File: src/logic/aecsq_pkg.sv
// Package: register map, field layout and shared types of the exposure status and sequencer control bank
`default_nettype none
package aecsq_pkg;
    // Register indices; byte address is four times the index
    localparam logic [7:0] IDX_PIX_LO = 8'hb8;
    localparam logic [7:0] IDX_PIX_HI = 8'hb9;
    localparam logic [7:0] IDX_MEAN_LOCK = 8'hba;
    localparam logic [7:0] IDX_INTEG = 8'hbb;
    localparam logic [7:0] IDX_AMPL = 8'hbc;
    localparam logic [7:0] IDX_SPARE = 8'hbd;
    localparam logic [7:0] IDX_CTRL = 8'hc0;
    localparam logic [7:0] IDX_DELAY = 8'hc1;
    localparam logic [7:0] IDX_IRQ_STATUS = 8'he0;
    localparam logic [7:0] IDX_IRQ_MASK = 8'he1;
    // Upper address bits that must be zero for a hit
    localparam int ADDR_TOP_LSB = 10;
    // Field positions
    localparam int PIX_LO_MSB = 15;
    localparam int PIX_HI_LSB = 16;
    localparam int PIX_MSB = 18;
    localparam int MEAN_MSB = 9;
    localparam int LOCK_BIT = 12;
    localparam int AGAIN1_LSB = 0;
    localparam int AGAIN2_LSB = 2;
    localparam int DGAIN_LSB = 4;
    localparam int CTRL_ENABLE = 0;
    localparam int CTRL_ROLLING = 1;
    localparam int CTRL_TRIGGERED = 4;
    localparam int CTRL_FOLLOWER = 5;
    localparam int CTRL_GAP_EN = 6;
    localparam int CTRL_SUBSAMPLE = 7;
    localparam int CTRL_BINNING = 8;
    localparam int DELAY_GAP_LSB = 8;
    // Writable bits of the control word; reserved bits stay zero
    localparam logic [15:0] CTRL_WMASK = 16'h01f3;
    // Reset values
    localparam logic [15:0] CTRL_RESET = 16'h0000;
    localparam logic [15:0] DELAY_RESET = 16'h0000;
    localparam logic [15:0] STATUS_RESET = 16'h0000;
    localparam logic [2:0] IRQ_RESET = 3'h0;
    // Interrupt event bits
    localparam int EV_LOCK = 0;
    localparam int EV_EXPO = 1;
    localparam int EV_GAP = 2;
    localparam int EV_COUNT = 3;
    // AHB-Lite encodings
    localparam logic [1:0] HTRANS_NONSEQ = 2'h2;
    localparam logic HRESP_OKAY = 1'h0;

    // Gain as chosen by the exposure loop
    typedef struct packed {
        logic [11:0] digital_gain;
        logic [1:0] analog_gain_second_step;
        logic [1:0] analog_gain_first_step;
    } aecsq_gain_t;

    // Results of the exposure loop, all on ref_clk
    typedef struct packed {
        logic [18:0] pixel_count;
        logic [9:0] mean;
        logic locked;
        logic [15:0] exposure;
        logic exposure_update;
        aecsq_gain_t gain;
    } aecsq_aec_t;

    // Sequencer mode outputs
    typedef struct packed {
        logic enable;
        logic rolling;
        logic triggered;
        logic follower;
        logic subsample;
        logic binning;
    } aecsq_mode_t;

    // Register index from a byte address
    function automatic logic [7:0] reg_index(input logic [31:0] addr);
        reg_index = addr[9:2];
    endfunction : reg_index
endpackage : aecsq_pkg
`default_nettype wire

File: src/logic/aecsq_regs.sv
// Exposure loop status and sequencer main control registers behind an AHB-Lite slave
`default_nettype none
module aecsq_regs (
    input wire logic ref_clk,
    input wire logic nrst,
    input wire logic hsel,
    input wire logic [31:0] haddr,
    input wire logic [1:0] htrans,
    input wire logic hwrite,
    input wire logic [2:0] hsize,
    input wire logic [31:0] hwdata,
    input wire logic hready,
    output logic hreadyout,
    output logic [31:0] hrdata,
    output logic hresp,
    input wire aecsq_pkg::aecsq_aec_t aec,
    input wire logic row_transfer_phase_end,
    output aecsq_pkg::aecsq_mode_t mode,
    output logic readout_start,
    output logic irq
);
    logic [15:0] ctrl;
    logic [15:0] delay_cfg;
    logic [18:0] pix_q;
    logic [9:0] mean_q;
    logic lock_q;
    logic [15:0] expo_q;
    aecsq_pkg::aecsq_gain_t gain_q;
    logic [2:0] irq_status;
    logic [2:0] irq_mask;
    logic [2:0] events;
    logic [2:0] w1c;
    logic wr_pend;
    logic rd_pend;
    logic [7:0] dp_index;
    logic addr_hit;
    logic take;
    logic gap_start;
    logic gap_done;
    logic gap_busy;
    logic lock_prev;
    logic [15:0] next_rdata;

    // Address phase accepted only with hready high and a non-sequential transfer
    assign take = hsel && hready && (htrans == aecsq_pkg::HTRANS_NONSEQ);
    assign addr_hit = (haddr[31:aecsq_pkg::ADDR_TOP_LSB] == 22'h000000);

    // Latch the address phase; reads cost one wait state so hrdata can be registered
    always_ff @(posedge ref_clk) begin
        if (!nrst) begin
            wr_pend <= 1'b0;
            rd_pend <= 1'b0;
            dp_index <= 8'h00;
        end else begin
            wr_pend <= take && hwrite;
            rd_pend <= take && !hwrite;
            dp_index <= addr_hit ? aecsq_pkg::reg_index(haddr) : 8'hff;
        end
    end

    // Wait state only on the first data cycle of a read
    always_ff @(posedge ref_clk) begin
        if (!nrst) begin
            hreadyout <= 1'b1;
            hresp <= aecsq_pkg::HRESP_OKAY;
        end else begin
            hreadyout <= !(take && !hwrite);
            hresp <= aecsq_pkg::HRESP_OKAY;
        end
    end

    // Read multiplexer; unmapped and reserved words read as zero
    always_comb begin
        next_rdata = 16'h0000;
        unique case (dp_index)
            aecsq_pkg::IDX_PIX_LO: next_rdata = pix_q[aecsq_pkg::PIX_LO_MSB:0];
            aecsq_pkg::IDX_PIX_HI: next_rdata = {13'h0000, pix_q[aecsq_pkg::PIX_MSB:aecsq_pkg::PIX_HI_LSB]};
            aecsq_pkg::IDX_MEAN_LOCK: next_rdata = {3'h0, lock_q, 2'h0, mean_q};
            aecsq_pkg::IDX_INTEG: next_rdata = expo_q;
            aecsq_pkg::IDX_AMPL: next_rdata = gain_q;
            aecsq_pkg::IDX_CTRL: next_rdata = ctrl;
            aecsq_pkg::IDX_DELAY: next_rdata = delay_cfg;
            aecsq_pkg::IDX_IRQ_STATUS: next_rdata = {13'h0000, irq_status};
            aecsq_pkg::IDX_IRQ_MASK: next_rdata = {13'h0000, irq_mask};
            default: next_rdata = 16'h0000;
        endcase
    end

    // Read data registered during the wait state
    always_ff @(posedge ref_clk) begin
        if (!nrst) begin
            hrdata <= 32'h00000000;
        end else if (rd_pend) begin
            hrdata <= {16'h0000, next_rdata};
        end
    end

    always_ff @(posedge ref_clk) begin
        if (!nrst) begin
            ctrl <= aecsq_pkg::CTRL_RESET;
        end else if (wr_pend && dp_index == aecsq_pkg::IDX_CTRL) begin
            ctrl <= hwdata[15:0] & aecsq_pkg::CTRL_WMASK;
        end
    end

    always_ff @(posedge ref_clk) begin
        if (!nrst) begin
            delay_cfg <= aecsq_pkg::DELAY_RESET;
        end else if (wr_pend && dp_index == aecsq_pkg::IDX_DELAY) begin
            delay_cfg <= hwdata[15:0];
        end
    end

    always_ff @(posedge ref_clk) begin
        if (!nrst) begin
            pix_q <= 19'h00000;
        end else begin
            pix_q <= aec.pixel_count;
        end
    end

    always_ff @(posedge ref_clk) begin
        if (!nrst) begin
            mean_q <= 10'h000;
            lock_q <= 1'b0;
            lock_prev <= 1'b0;
        end else begin
            mean_q <= aec.mean;
            lock_q <= aec.locked;
            lock_prev <= lock_q;
        end
    end

    // exposure taken only when the loop announces a change
    always_ff @(posedge ref_clk) begin
        if (!nrst) begin
            expo_q <= aecsq_pkg::STATUS_RESET;
        end else if (aec.exposure_update) begin
            expo_q <= aec.exposure;
        end
    end

    always_ff @(posedge ref_clk) begin
        if (!nrst) begin
            gain_q <= aecsq_pkg::STATUS_RESET;
        end else begin
            gain_q <= aec.gain;
        end
    end

    // trigger and follower forced off in rolling shutter
    // subsample and binning straight from the control word
    always_ff @(posedge ref_clk) begin
        if (!nrst) begin
            mode <= '0;
        end else begin
            mode.enable <= ctrl[aecsq_pkg::CTRL_ENABLE];
            mode.rolling <= ctrl[aecsq_pkg::CTRL_ROLLING];
            mode.triggered <= ctrl[aecsq_pkg::CTRL_TRIGGERED] && !ctrl[aecsq_pkg::CTRL_ROLLING];
            mode.follower <= ctrl[aecsq_pkg::CTRL_FOLLOWER] && !ctrl[aecsq_pkg::CTRL_ROLLING];
            mode.subsample <= ctrl[aecsq_pkg::CTRL_SUBSAMPLE];
            mode.binning <= ctrl[aecsq_pkg::CTRL_BINNING];
        end
    end

    // gap timer runs only when the gap bit is set
    assign gap_start = row_transfer_phase_end && ctrl[aecsq_pkg::CTRL_GAP_EN];

    aecsq_gap_timer u_gap (
        .ref_clk(ref_clk),
        .nrst(nrst),
        .start(gap_start),
        .length(delay_cfg[15:aecsq_pkg::DELAY_GAP_LSB]),
        .done(gap_done),
        .busy(gap_busy)
    );

    // readout starts a cycle after the end of row transfer or after the gap
    always_ff @(posedge ref_clk) begin
        if (!nrst) begin
            readout_start <= 1'b0;
        end else begin
            readout_start <= gap_done || (row_transfer_phase_end && !ctrl[aecsq_pkg::CTRL_GAP_EN]);
        end
    end

    // Events: lock gained, exposure changed, readout gap finished
    // The lock event uses the captured flag so that it agrees with the status word
    assign events = {gap_done, aec.exposure_update, lock_q && !lock_prev};
    assign w1c = (wr_pend && dp_index == aecsq_pkg::IDX_IRQ_STATUS) ? hwdata[2:0] : 3'h0;

    // Sticky status; an event in the clearing cycle wins over the clear
    always_ff @(posedge ref_clk) begin
        if (!nrst) begin
            irq_status <= aecsq_pkg::IRQ_RESET;
        end else begin
            irq_status <= (irq_status & ~w1c) | events;
        end
    end

    // Interrupt mask
    always_ff @(posedge ref_clk) begin
        if (!nrst) begin
            irq_mask <= aecsq_pkg::IRQ_RESET;
        end else if (wr_pend && dp_index == aecsq_pkg::IDX_IRQ_MASK) begin
            irq_mask <= hwdata[2:0];
        end
    end

    // Level interrupt, one cycle behind the status bits
    always_ff @(posedge ref_clk) begin
        if (!nrst) begin
            irq <= 1'b0;
        end else begin
            irq <= |(irq_status & irq_mask);
        end
    end

    // Status capture checks: pixel count, mean, lock and digital gain follow the loop one cycle behind; exposure only on an update
    chk_pix_hold: assert property (@(posedge ref_clk) disable iff (!nrst)
        1'b1 |=> pix_q == $past(aec.pixel_count))
        else $error("pixel count not captured");
    chk_mean_lock: assert property (@(posedge ref_clk) disable iff (!nrst)
        ##1 1'b1 |-> (mean_q == $past(aec.mean)) && (lock_q == $past(aec.locked)))
        else $error("mean or lock not captured");
    chk_gain_fields: assert property (@(posedge ref_clk) disable iff (!nrst)
        1'b1 |=> gain_q.digital_gain == $past(aec.gain.digital_gain))
        else $error("digital gain field wrong");
    chk_expo_update: assert property (@(posedge ref_clk) disable iff (!nrst)
        !aec.exposure_update |=> $stable(expo_q))
        else $error("exposure status moved without update");
    chk_expo_take: assert property (@(posedge ref_clk) disable iff (!nrst)
        aec.exposure_update |=> expo_q == $past(aec.exposure))
        else $error("exposure update not taken");

    // Mode output checks; the outputs trail the control word by one cycle
    chk_mode_follow: assert property (@(posedge ref_clk) disable iff (!nrst)
        1'b1 |=> mode.enable == $past(ctrl[0]) && mode.rolling == $past(ctrl[1]))
        else $error("enable or shutter output wrong");
    chk_ctrl_reserved: assert property (@(posedge ref_clk) disable iff (!nrst)
        1'b1 |-> (ctrl & ~aecsq_pkg::CTRL_WMASK) == 16'h0000)
        else $error("reserved control bit set");
    chk_global_only: assert property (@(posedge ref_clk) disable iff (!nrst)
        (mode.triggered || mode.follower) |-> !mode.rolling)
        else $error("trigger or follower active in rolling shutter");
    chk_mode_bits: assert property (@(posedge ref_clk) disable iff (!nrst)
        ##1 1'b1 |-> mode.subsample == $past(ctrl[7]) && mode.binning == $past(ctrl[8]))
        else $error("subsample or binning output wrong");

    // Readout gap checks; a restart inside the window would move the end, so it is excluded
    chk_gap_bypass: assert property (@(posedge ref_clk) disable iff (!nrst)
        row_transfer_phase_end && !ctrl[6] && !gap_busy && !gap_done |=> readout_start)
        else $error("readout not started after row transfer");
    chk_gap_hold: assert property (@(posedge ref_clk) disable iff (!nrst)
        row_transfer_phase_end && ctrl[6] && !gap_done |=> !readout_start)
        else $error("readout started without the gap");
    chk_gap_short: assert property (@(posedge ref_clk) disable iff (!nrst)
        gap_start && delay_cfg[15:8] <= 8'h01 |=> gap_done)
        else $error("short gap not ended after one cycle");
    chk_gap_three: assert property (@(posedge ref_clk) disable iff (!nrst)
        gap_start && delay_cfg[15:8] == 8'h03 ##1 !gap_start [*2] |=> gap_done)
        else $error("gap of three cycles not honoured");
    chk_gap_length: assert property (@(posedge ref_clk) disable iff (!nrst)
        gap_start && delay_cfg[15:8] == 8'h04 ##1 !gap_start [*4] |=> readout_start && !$past(readout_start))
        else $error("gap of four cycles not honoured");

    // Interrupt checks; a new event must survive a clear in the same cycle
    chk_set_wins: assert property (@(posedge ref_clk) disable iff (!nrst)
        events[1] |=> irq_status[1])
        else $error("exposure event lost");
    chk_w1c_clear: assert property (@(posedge ref_clk) disable iff (!nrst)
        w1c[1] && !events[1] |=> !irq_status[1])
        else $error("status bit not cleared");
    chk_irq_level: assert property (@(posedge ref_clk) disable iff (!nrst)
        1'b1 |=> irq == $past(|(irq_status & irq_mask)))
        else $error("interrupt level wrong");

    // Bus timing checks; reads carry exactly one wait state, writes none
    chk_read_wait: assert property (@(posedge ref_clk) disable iff (!nrst)
        take && !hwrite |=> !hreadyout ##1 hreadyout)
        else $error("read wait state wrong");
    chk_write_ready: assert property (@(posedge ref_clk) disable iff (!nrst)
        take && hwrite |=> hreadyout)
        else $error("write data phase stalled");
    chk_rdata_stand: assert property (@(posedge ref_clk) disable iff (!nrst)
        !rd_pend |=> $stable(hrdata))
        else $error("read data moved without a read");
endmodule : aecsq_regs
`default_nettype wire

File: src/logic/aecsq_gap_timer.sv
// Readout gap timer: counts the programmed gap after the end of row transfer
`default_nettype none
module aecsq_gap_timer (
    input wire logic ref_clk,
    input wire logic nrst,
    input wire logic start,
    input wire logic [7:0] length,
    output logic done,
    output logic busy
);
    logic [7:0] count;

    // Down counter; a length of zero still takes one cycle
    always_ff @(posedge ref_clk) begin
        if (!nrst) begin
            count <= 8'h00;
            done <= 1'b0;
        end else if (start) begin
            // Lengths of zero and one both end after one cycle; longer ones load one less
            count <= (length > 8'h01) ? length - 8'h01 : 8'h00;
            done <= (length <= 8'h01);
        end else if (count > 8'h01) begin
            count <= count - 8'h01;
            done <= 1'b0;
        end else begin
            done <= (count == 8'h01);
            count <= 8'h00;
        end
    end

    assign busy = (count != 8'h00);
endmodule : aecsq_gap_timer
`default_nettype wire

File: config.mk
export PLATFORM = sky130hd
export DESIGN_NAME = aecsq_regs
export DESIGN_NICKNAME = d
export VERILOG_FILES = /design/src/logic/aecsq_pkg.sv /design/src/logic/aecsq_regs.sv /design/src/logic/aecsq_gap_timer.sv
export SDC_FILE = /design/constraint.sdc
export NUM_CORES = 1
export LEC_CHECK = 0
export BUFFER_PORTS_ARGS = -buffer_cell sky130_fd_sc_hd__buf_2
export CAP_MARGIN = 10
export CORE_MARGIN = 1
export CORE_UTILIZATION = 51
export CTS_CLUSTER_DIAMETER = 150
export DETAILED_ROUTE_END_ITERATION = 16
export HOLD_SLACK_MARGIN = 0.15
export PLACE_DENSITY = 0.84
export SLEW_MARGIN = 0
export SYNTH_ARGS = -nofsm -noshare
export SYNTH_HDL_FRONTEND = slang
export SYNTH_SLANG_ARGS = --single-unit
File: constraint.sdc
create_clock -name ref_clk -period 2.4 [get_ports ref_clk]
set_clock_uncertainty 0.2 [all_clocks]
set_input_delay 0.24 -clock ref_clk [delete_from_list [all_inputs] [get_ports ref_clk]]
set_output_delay 0.24 -clock ref_clk [all_outputs]
set_load 0.005 [all_outputs]
==> summary.txt, run 1 <==
Route
  – Via Count: 5,478
  – DRT met1 WL: 6840 um
  – Antenna-violating nets left: 0
  – Routed wl met2: 9420 um
  – Avg WL per Cell: 18.0 um
  – WL final: 18,200 um
  – Vias per cell: 5.43
  – Drt drc: 0
  – First-pass iteration count of the detailed router: 5
  – DR WL met3: 996 um
  – Initial DRC Count: 343
  – Uppermost routed layer: met4

Yosys
  – Asr flop ratio synth: 0
  – Syn Std Cell Area: 5540 um^2
  – Avg Inst Size Synth: 9.11 um^2
  – Most used DFF post-synth: dfxtp_1
  – Synthesis-stage register bit count: 136
  – Post-synth cell types: 53
  – Post-synth EDFFs: 0
  – Yosys Warn Count: 0
  – Seq/Total Area, Yosys: 0.492
  – Post-Synthesis Cells: 608

Power and ir drop
  – Clock Power Share: 0.425
  – NetSw: 1.52 mW
  – Sequential power share: 0.416
  – Sw Ratio: 0.254
  – P_int: 4.46 mW
  – PwrDens: 744 nW/um^2
  – Max IR drop VDD: 0.000522 V
  – Gate power share: 0.159
  – Static leakage: 3.55 nW

Placed design
  – Final Wtd Congestion: 0.889
  – DP Cell Count: 862
  – IO buf count: 141
  – Pre-CTS setup slack: 0.320 ns
  – Final HPWL DP: 9760 um

Min path
  – Hold crit path type: flop to flop

STA
  – Rel. slew slack: 0.597
  – Hold Fails Final Rpt: 0
  – Setup violations, final: 0
  – Period minus WS final: 2.23 ns
  – Unrepaired setup endpoints after global routing: no
  – Crit share post-route: 0.931
  – Post-layout worst setup margin: 0.166 ns
  – Highest Clock Rate: 448 MHz
  – Tightest Pin Transition: 0.599 ns
  – Post-route setup TNS: 0 ns
  – Fin. max-slew vios: 0

Clock network
  – CTS root buf: clkbuf_8
  – Post-CTS Hold Fix Bufs: 115
  – Number of setup buffers added after CTS: 0
  – CTS Buffer Depth: 2
  – Worst-path clk slew: 0.06 ns
  – CTS tree: built
  – CTS buffer count: 17
  – Clock Latency Late Sink: 0.53 ns
  – CTS HTree Levels: 4
  – Clk sinks: 136
  – Post-CTS sizing: 0

Final layout
  – Fraction of layout cells with a size suffix above 1: 0.222
  – Fin nets: 1,002
  – N_diodes: 0
  – Most frequent cells in the layout: 141 x buf_2, 136 x dfxtp_1, 115 x dlygate4sd3_1
  – Finished Layout Cells: 1,008
  – Area grow syn2layout: 45.0%
  – Most common cell after layout, fill and taps aside: buf_2

Critical path
  – Worst Path Arrival: 2.46 ns
  – Crit path from: dp_index[2]
  – Worst R2R Path Depth: 6
  – R2R setup slack: 0.17 ns
  – CP endpoint kind: flop
  – CP required: 2.62 ns
  – RR Startpoint: dp_index[2]
  – Crit Reg-Reg Endpoint: hrdata[5]
  – Crit path cell chain: buf_4 -> nor2b_1 -> a2bb2oi_1 -> o21ai_0 -> a21oi_1 -> o21ai_0
  – Max FO, Critical Path: 14
  – CP most frequent cell: o21ai_0
  – Startpoint types: flop
  – Critical path class: flop to flop
  – Critical Path Sink: hrdata[5]
  – CP max-delay cell: dfxtp_1
  – Max incr delay on CP: 0.59 ns

Floorplan
  – Die height: 106 um
  – Die W: 106 um
  – # rows: 37
  – Core area: 10,400 um^2
  – IO Pins: 180
  – Initial Utilization: 0.532
  – Die ar.: 11,300 um^2

Global routing
  – Vias in the first global route: 5,628
  – Initial antenna violation count: 0
  – Tot GR Track Use: 0.329
  – Pin count of the biggest net entering global routing: 50
  – GRT overflow: 0
  – Global-route wire length before repair: 28,200 um

Outcome
  – Outcome: finished, final reports clean

Job
  – Max_cap viols: 0
-- power by group through the flow --
| stage | Clock, mW | Combinational, mW | Sequential, mW |
|---|---|---|---|
| floorplan | 0 | 0.568 | 2.50 |
| global placement | 0 | 0.715 | 2.52 |
| detailed placement | 0 | 0.753 | 2.53 |
| CTS | 2.52 | 0.912 | 2.48 |
| global route | 2.64 | 1.03 | 2.50 |
| finish | 2.54 | 0.948 | 2.49 |
-- stage by stage --
stage / total power, mW / area [um^2] / hold slack (ns) / utilization
after global placement: 3.23 / 6300 / 0.237 / 0.605
after global routing: 6.17 / 8030 / 0.254 / 0.771
after detailed placement: 3.28 / 6300 / 0.244 / 0.605
after CTS: 5.91 / 8030 / 0.251 / 0.771
after floorplan: 3.07 / 5600 / 0.161 / -
final: 5.98 / 8030 / 0.252 / 0.771
-- worst min path at each step --
stage                  from            to  slack, ns  depth (start not counted)
2_1_floorplan      haddr[2]   dp_index[0]       0.16                          2
6_report       delay_cfg[5]  delay_cfg[5]       0.25                          2
3_5_place_dp   delay_cfg[5]  delay_cfg[5]       0.24                          2
5_1_grt             aec[54]     pix_q[10]       0.25                          3
3_3_place_gp   delay_cfg[4]  delay_cfg[4]       0.24                          2
4_1_cts        delay_cfg[5]  delay_cfg[5]       0.25                          2
-- layer usage --
metal / track usage / up-vias
met5: 0 / -
met4: 0.183 / 0
met3: 0.0760 / 82
met2: 0.596 / 273
met1: 0.348 / 2583
li1: - / 2540
-- synth_stat cells (4+ instances only) --
cell,n,share of area
nor2b_1,4,0.0045
buf_1,6,0.0041
nor4_1,7,0.0079
a31oi_1,6,0.0068
buf_4,17,0.023
a22oi_1,7,0.0095
clkbuf_1,20,0.014
nor2_1,62,0.042
nand2b_1,4,0.0045
o22a_1,4,0.0063
mux2i_1,49,0.089
nor3_1,6,0.0054
nand2_1,78,0.053
and2_1,52,0.059
o21ai_1,5,0.0045
nand3_1,8,0.0072
inv_1,10,0.0068
o21ai_0,25,0.023
nor3b_1,4,0.0054
xnor2_1,7,0.011
ha_1,4,0.0090
a21oi_1,28,0.025
dfxtp_1,136,0.49
buf_2,8,0.0072
-- state kept, by name, indices dropped and copies added (netlist names) --
| name | count |
|---|---|
| pix_q | 19 |
| delay_cfg | 16 |
| expo_q | 16 |
| gain_q | 16 |
| hrdata | 16 |
| mean_q | 10 |
| dp_index | 8 |
| u_gap.count | 8 |
| ctrl | 7 |
| mode | 6 |
| irq_mask | 3 |
| irq_status | 3 |
| hreadyout | 1 |
| irq | 1 |
| lock_prev | 1 |
| lock_q | 1 |
| rd_pend | 1 |
| readout_start | 1 |
| u_gap.done | 1 |
| wr_pend | 1 |
-- worst max-delay path: cells and delay by family, from the launching register on --
family	cells	cell delay, ns
buffers and inverters	1	0.31
AOI/OAI and AO/OA	4	0.74
DFF	1	0.59
and+or+nand+nor	1	0.29
-- cell families (layout without fill, tap and decap cells) --
kind of cell               Yosys count  in the layout  synth area share
other                                1             17          0.000677
and+or+nand+nor                    247            247             0.223
xor gates and xnor gates             9              9            0.0142
adders and majority gates            4              4           0.00904
buffers and inverters               61            309            0.0547
DFF                                136            136             0.492
muxes                               50             50            0.0926
AOI/OAI and AO/OA                  100            100             0.114
-- area by class of cell --
cell class / instances / area [um^2]
inverter: 10 / 37.5
sequential: 136 / 2720
clock buffer: 21 / 459
multi-input combinational: 427 / 2570
timing repair buffer: 268 / 1950
clock inverter: 10 / 120
tap: 136 / 170
fill: 632 / 2390
Note: power is estimated with default switching activity, not from simulation.
==> run 2, diff against run 1 <==
==> constraint.sdc (replaced) <==
create_clock -name ref_clk -period 2.51 [get_ports ref_clk]
set_clock_uncertainty 0.2 [all_clocks]
set_input_delay 0.251 -clock ref_clk [delete_from_list [all_inputs] [get_ports ref_clk]]
set_output_delay 0.251 -clock ref_clk [all_outputs]
set_load 0.005 [all_outputs]
==> run 2 against run 1 <==
Effect of this change:
- critical path depth is 1 lower
- sequential cell count did not move
- worst setup slack improved by 0.12 ns
- design area up 0.50%
- utilization is 0.38 points higher
- die area did not move
- via count increased by 0.33%
- non-clock buffer count unchanged
- first-iteration DRC count is 24% higher
- power down 2.1%
- clock power barely moved
- largest power group unchanged
==> summary.txt, run 2 (synthesized netlist as in run 1, its figures left out) <==
STA
  – Period minus WS final: 2.22 ns
  – Post-route setup TNS: 0 ns
  – Hold Fails Final Rpt: 0
  – Tightest Pin Transition: 0.630 ns
  – Setup violations, final: 0
  – Unrepaired setup endpoints after global routing: no
  – Rel. slew slack: 0.576
  – Worst hold slack: 0.250 ns
  – Highest Clock Rate: 450 MHz
  – Crit share post-route: 0.886
  – Fin. max-slew vios: 0

Power and ir drop
  – Max IR drop VDD: 0.000461 V
  – PwrDens: 725 nW/um^2
  – Static leakage: 3.56 nW

Final layout
  – Area grow syn2layout: 45.7%
  – Reg area: 2720 um^2
  – Largest register by flop count: pix_q
  – Multi-input logic area: 2570 um^2
  – Max reg flops: 19
  – Most frequent cells in the layout: 141 x buf_2, 136 x dfxtp_1, 117 x dlygate4sd3_1
  – N_diodes: 0
  – Fillers: 617
  – Fraction of layout cells with a size suffix above 1: 0.221
  – Fin nets: 1,002
  – Most common cell after layout, fill and taps aside: buf_2

Clock network
  – CTS buffer count: 17
  – Worst-path clk slew: 0.06 ns
  – CTS Buffer Depth: 2
  – CTS tree: built
  – CTS root buf: clkbuf_8
  – CTS HTree Levels: 4
  – Clock Latency Late Sink: 0.52 ns
  – Post-CTS sizing: 0
  – Clk sinks: 136

Job
  – Max_cap viols: 0

Critical path
  – Critical path class: flop to flop
  – Max incr delay on CP: 0.54 ns
  – CP required: 2.75 ns
  – Worst Path Buf+Inv: 0
  – CP top delay family: simple AND/OR/NAND/NOR gates
  – Startpoint types: flop
  – Worst Path Arrival: 2.47 ns
  – Crit path cell chain: nor3_1 -> and3_1 -> and2_1 -> nand2_1 -> a21oi_1
  – CP max-delay cell: and2_1
  – Max FO, Critical Path: 16
  – CP endpoint kind: flop

Route
  – Vias per cell: 5.45
  – Initial DRC Count: 426
  – Antenna-violating nets left: 0
  – Via Count: 5,496
  – Drt drc: 0
  – WL final: 17,700 um
  – First-pass iteration count of the detailed router: 7
  – Avg WL per Cell: 17.5 um

Global routing
  – Tot GR Track Use: 0.319
  – Vias in the first global route: 5,639
  – Pin count of the biggest net entering global routing: 50
  – GRT overflow: 0
  – Initial antenna violation count: 0
  – Global-route wire length before repair: 27,500 um

Min path
  – Hold crit path type: flop to flop

Floorplan
  – Core area: 10,400 um^2
  – Initial Utilization: 0.532
  – Die W: 106 um
  – Die ar.: 11,300 um^2
  – Die height: 106 um
  – IO Pins: 180
  – # rows: 37

Outcome
  – Outcome: finished, final reports clean

Placed design
  – Final HPWL DP: 9750 um
  – IO buf count: 141
  – Final Wtd Congestion: 0.903
run 2: cell types whose count changed in the layout (fill, tap and decap cells not counted), sizes merged:
cell	previous run	this run
clkbuf	21	18
inv	11	13
clkinv	5	4
buf	153	151
dlygate4sd3	115	117
bufinv	2	4
clkinvlp	2	3
run 2: where the power goes:
| group | internal (mW) | total (mW) | switching (mW) |
|---|---|---|---|
| Sequential | 2.28 | 2.37 | 0.0841 |
| Clock | 1.62 | 2.57 | 0.949 |
| Combinational | 0.490 | 0.911 | 0.421 |
| Total | 4.40 | 5.85 | 1.45 |
run 2: layout make-up:
class                           count  share of cell area
Sequential cell                   136               0.337
Multi-Input combinational cell    427               0.319
Timing Repair Buffer              268               0.242
Clock buffer                       18              0.0518
Clock inverter                     14              0.0243
Tap cell                          136              0.0211
Inverter                           10             0.00465
run 2: worst register-to-register path, stage by stage (launching register included):
cell and delay (ns):
dfxtp_1 0.35, nor3_1 0.45, and3_1 0.28, and2_1 0.54, nand2_1 0.14, a21oi_1 0.19
run 2: timing repair:
item                                   in CTS  in global routing
hold buffers                              117                  0
endpoints found under the hold margin     115                  0
setup buffers                               0                  0
run 2: worst paths after layout:
path               start  slack, ns           end  cells past startpoint
max          dp_index[3]       0.29  delay_cfg[9]                      5
min           hrdata[11]       0.25    hrdata[11]                      2
min reg2reg   hrdata[11]       0.25    hrdata[11]                      2
max reg2reg  dp_index[3]       0.29  delay_cfg[9]                      5
run 2: per-stage QoR:
stage               power (mW)  worst slack (ns)  area [um^2]  cells   util
CTS                       5.82             0.368         8070   1009  0.775
finish                    5.85             0.286         8070   1009  0.775
global route              6.07             0.149         8070   1009  0.775
detailed placement        3.14             0.430         6280    860  0.603
global placement          3.09             0.451         6280    860  0.603
floorplan                 2.93             0.512         5600    624      -
run 2: per-layer routing:
| metal | vias to the layer above | GRT usage | share of wire |
|---|---|---|---|
| li1 | 2541 | - | - |
| met1 | 2580 | 0.351 | 0.37 |
| met2 | 303 | 0.575 | 0.51 |
| met3 | 72 | 0.0687 | 0.069 |
| met4 | 0 | 0.163 | 0.043 |
| met5 | - | 0 | 0 |
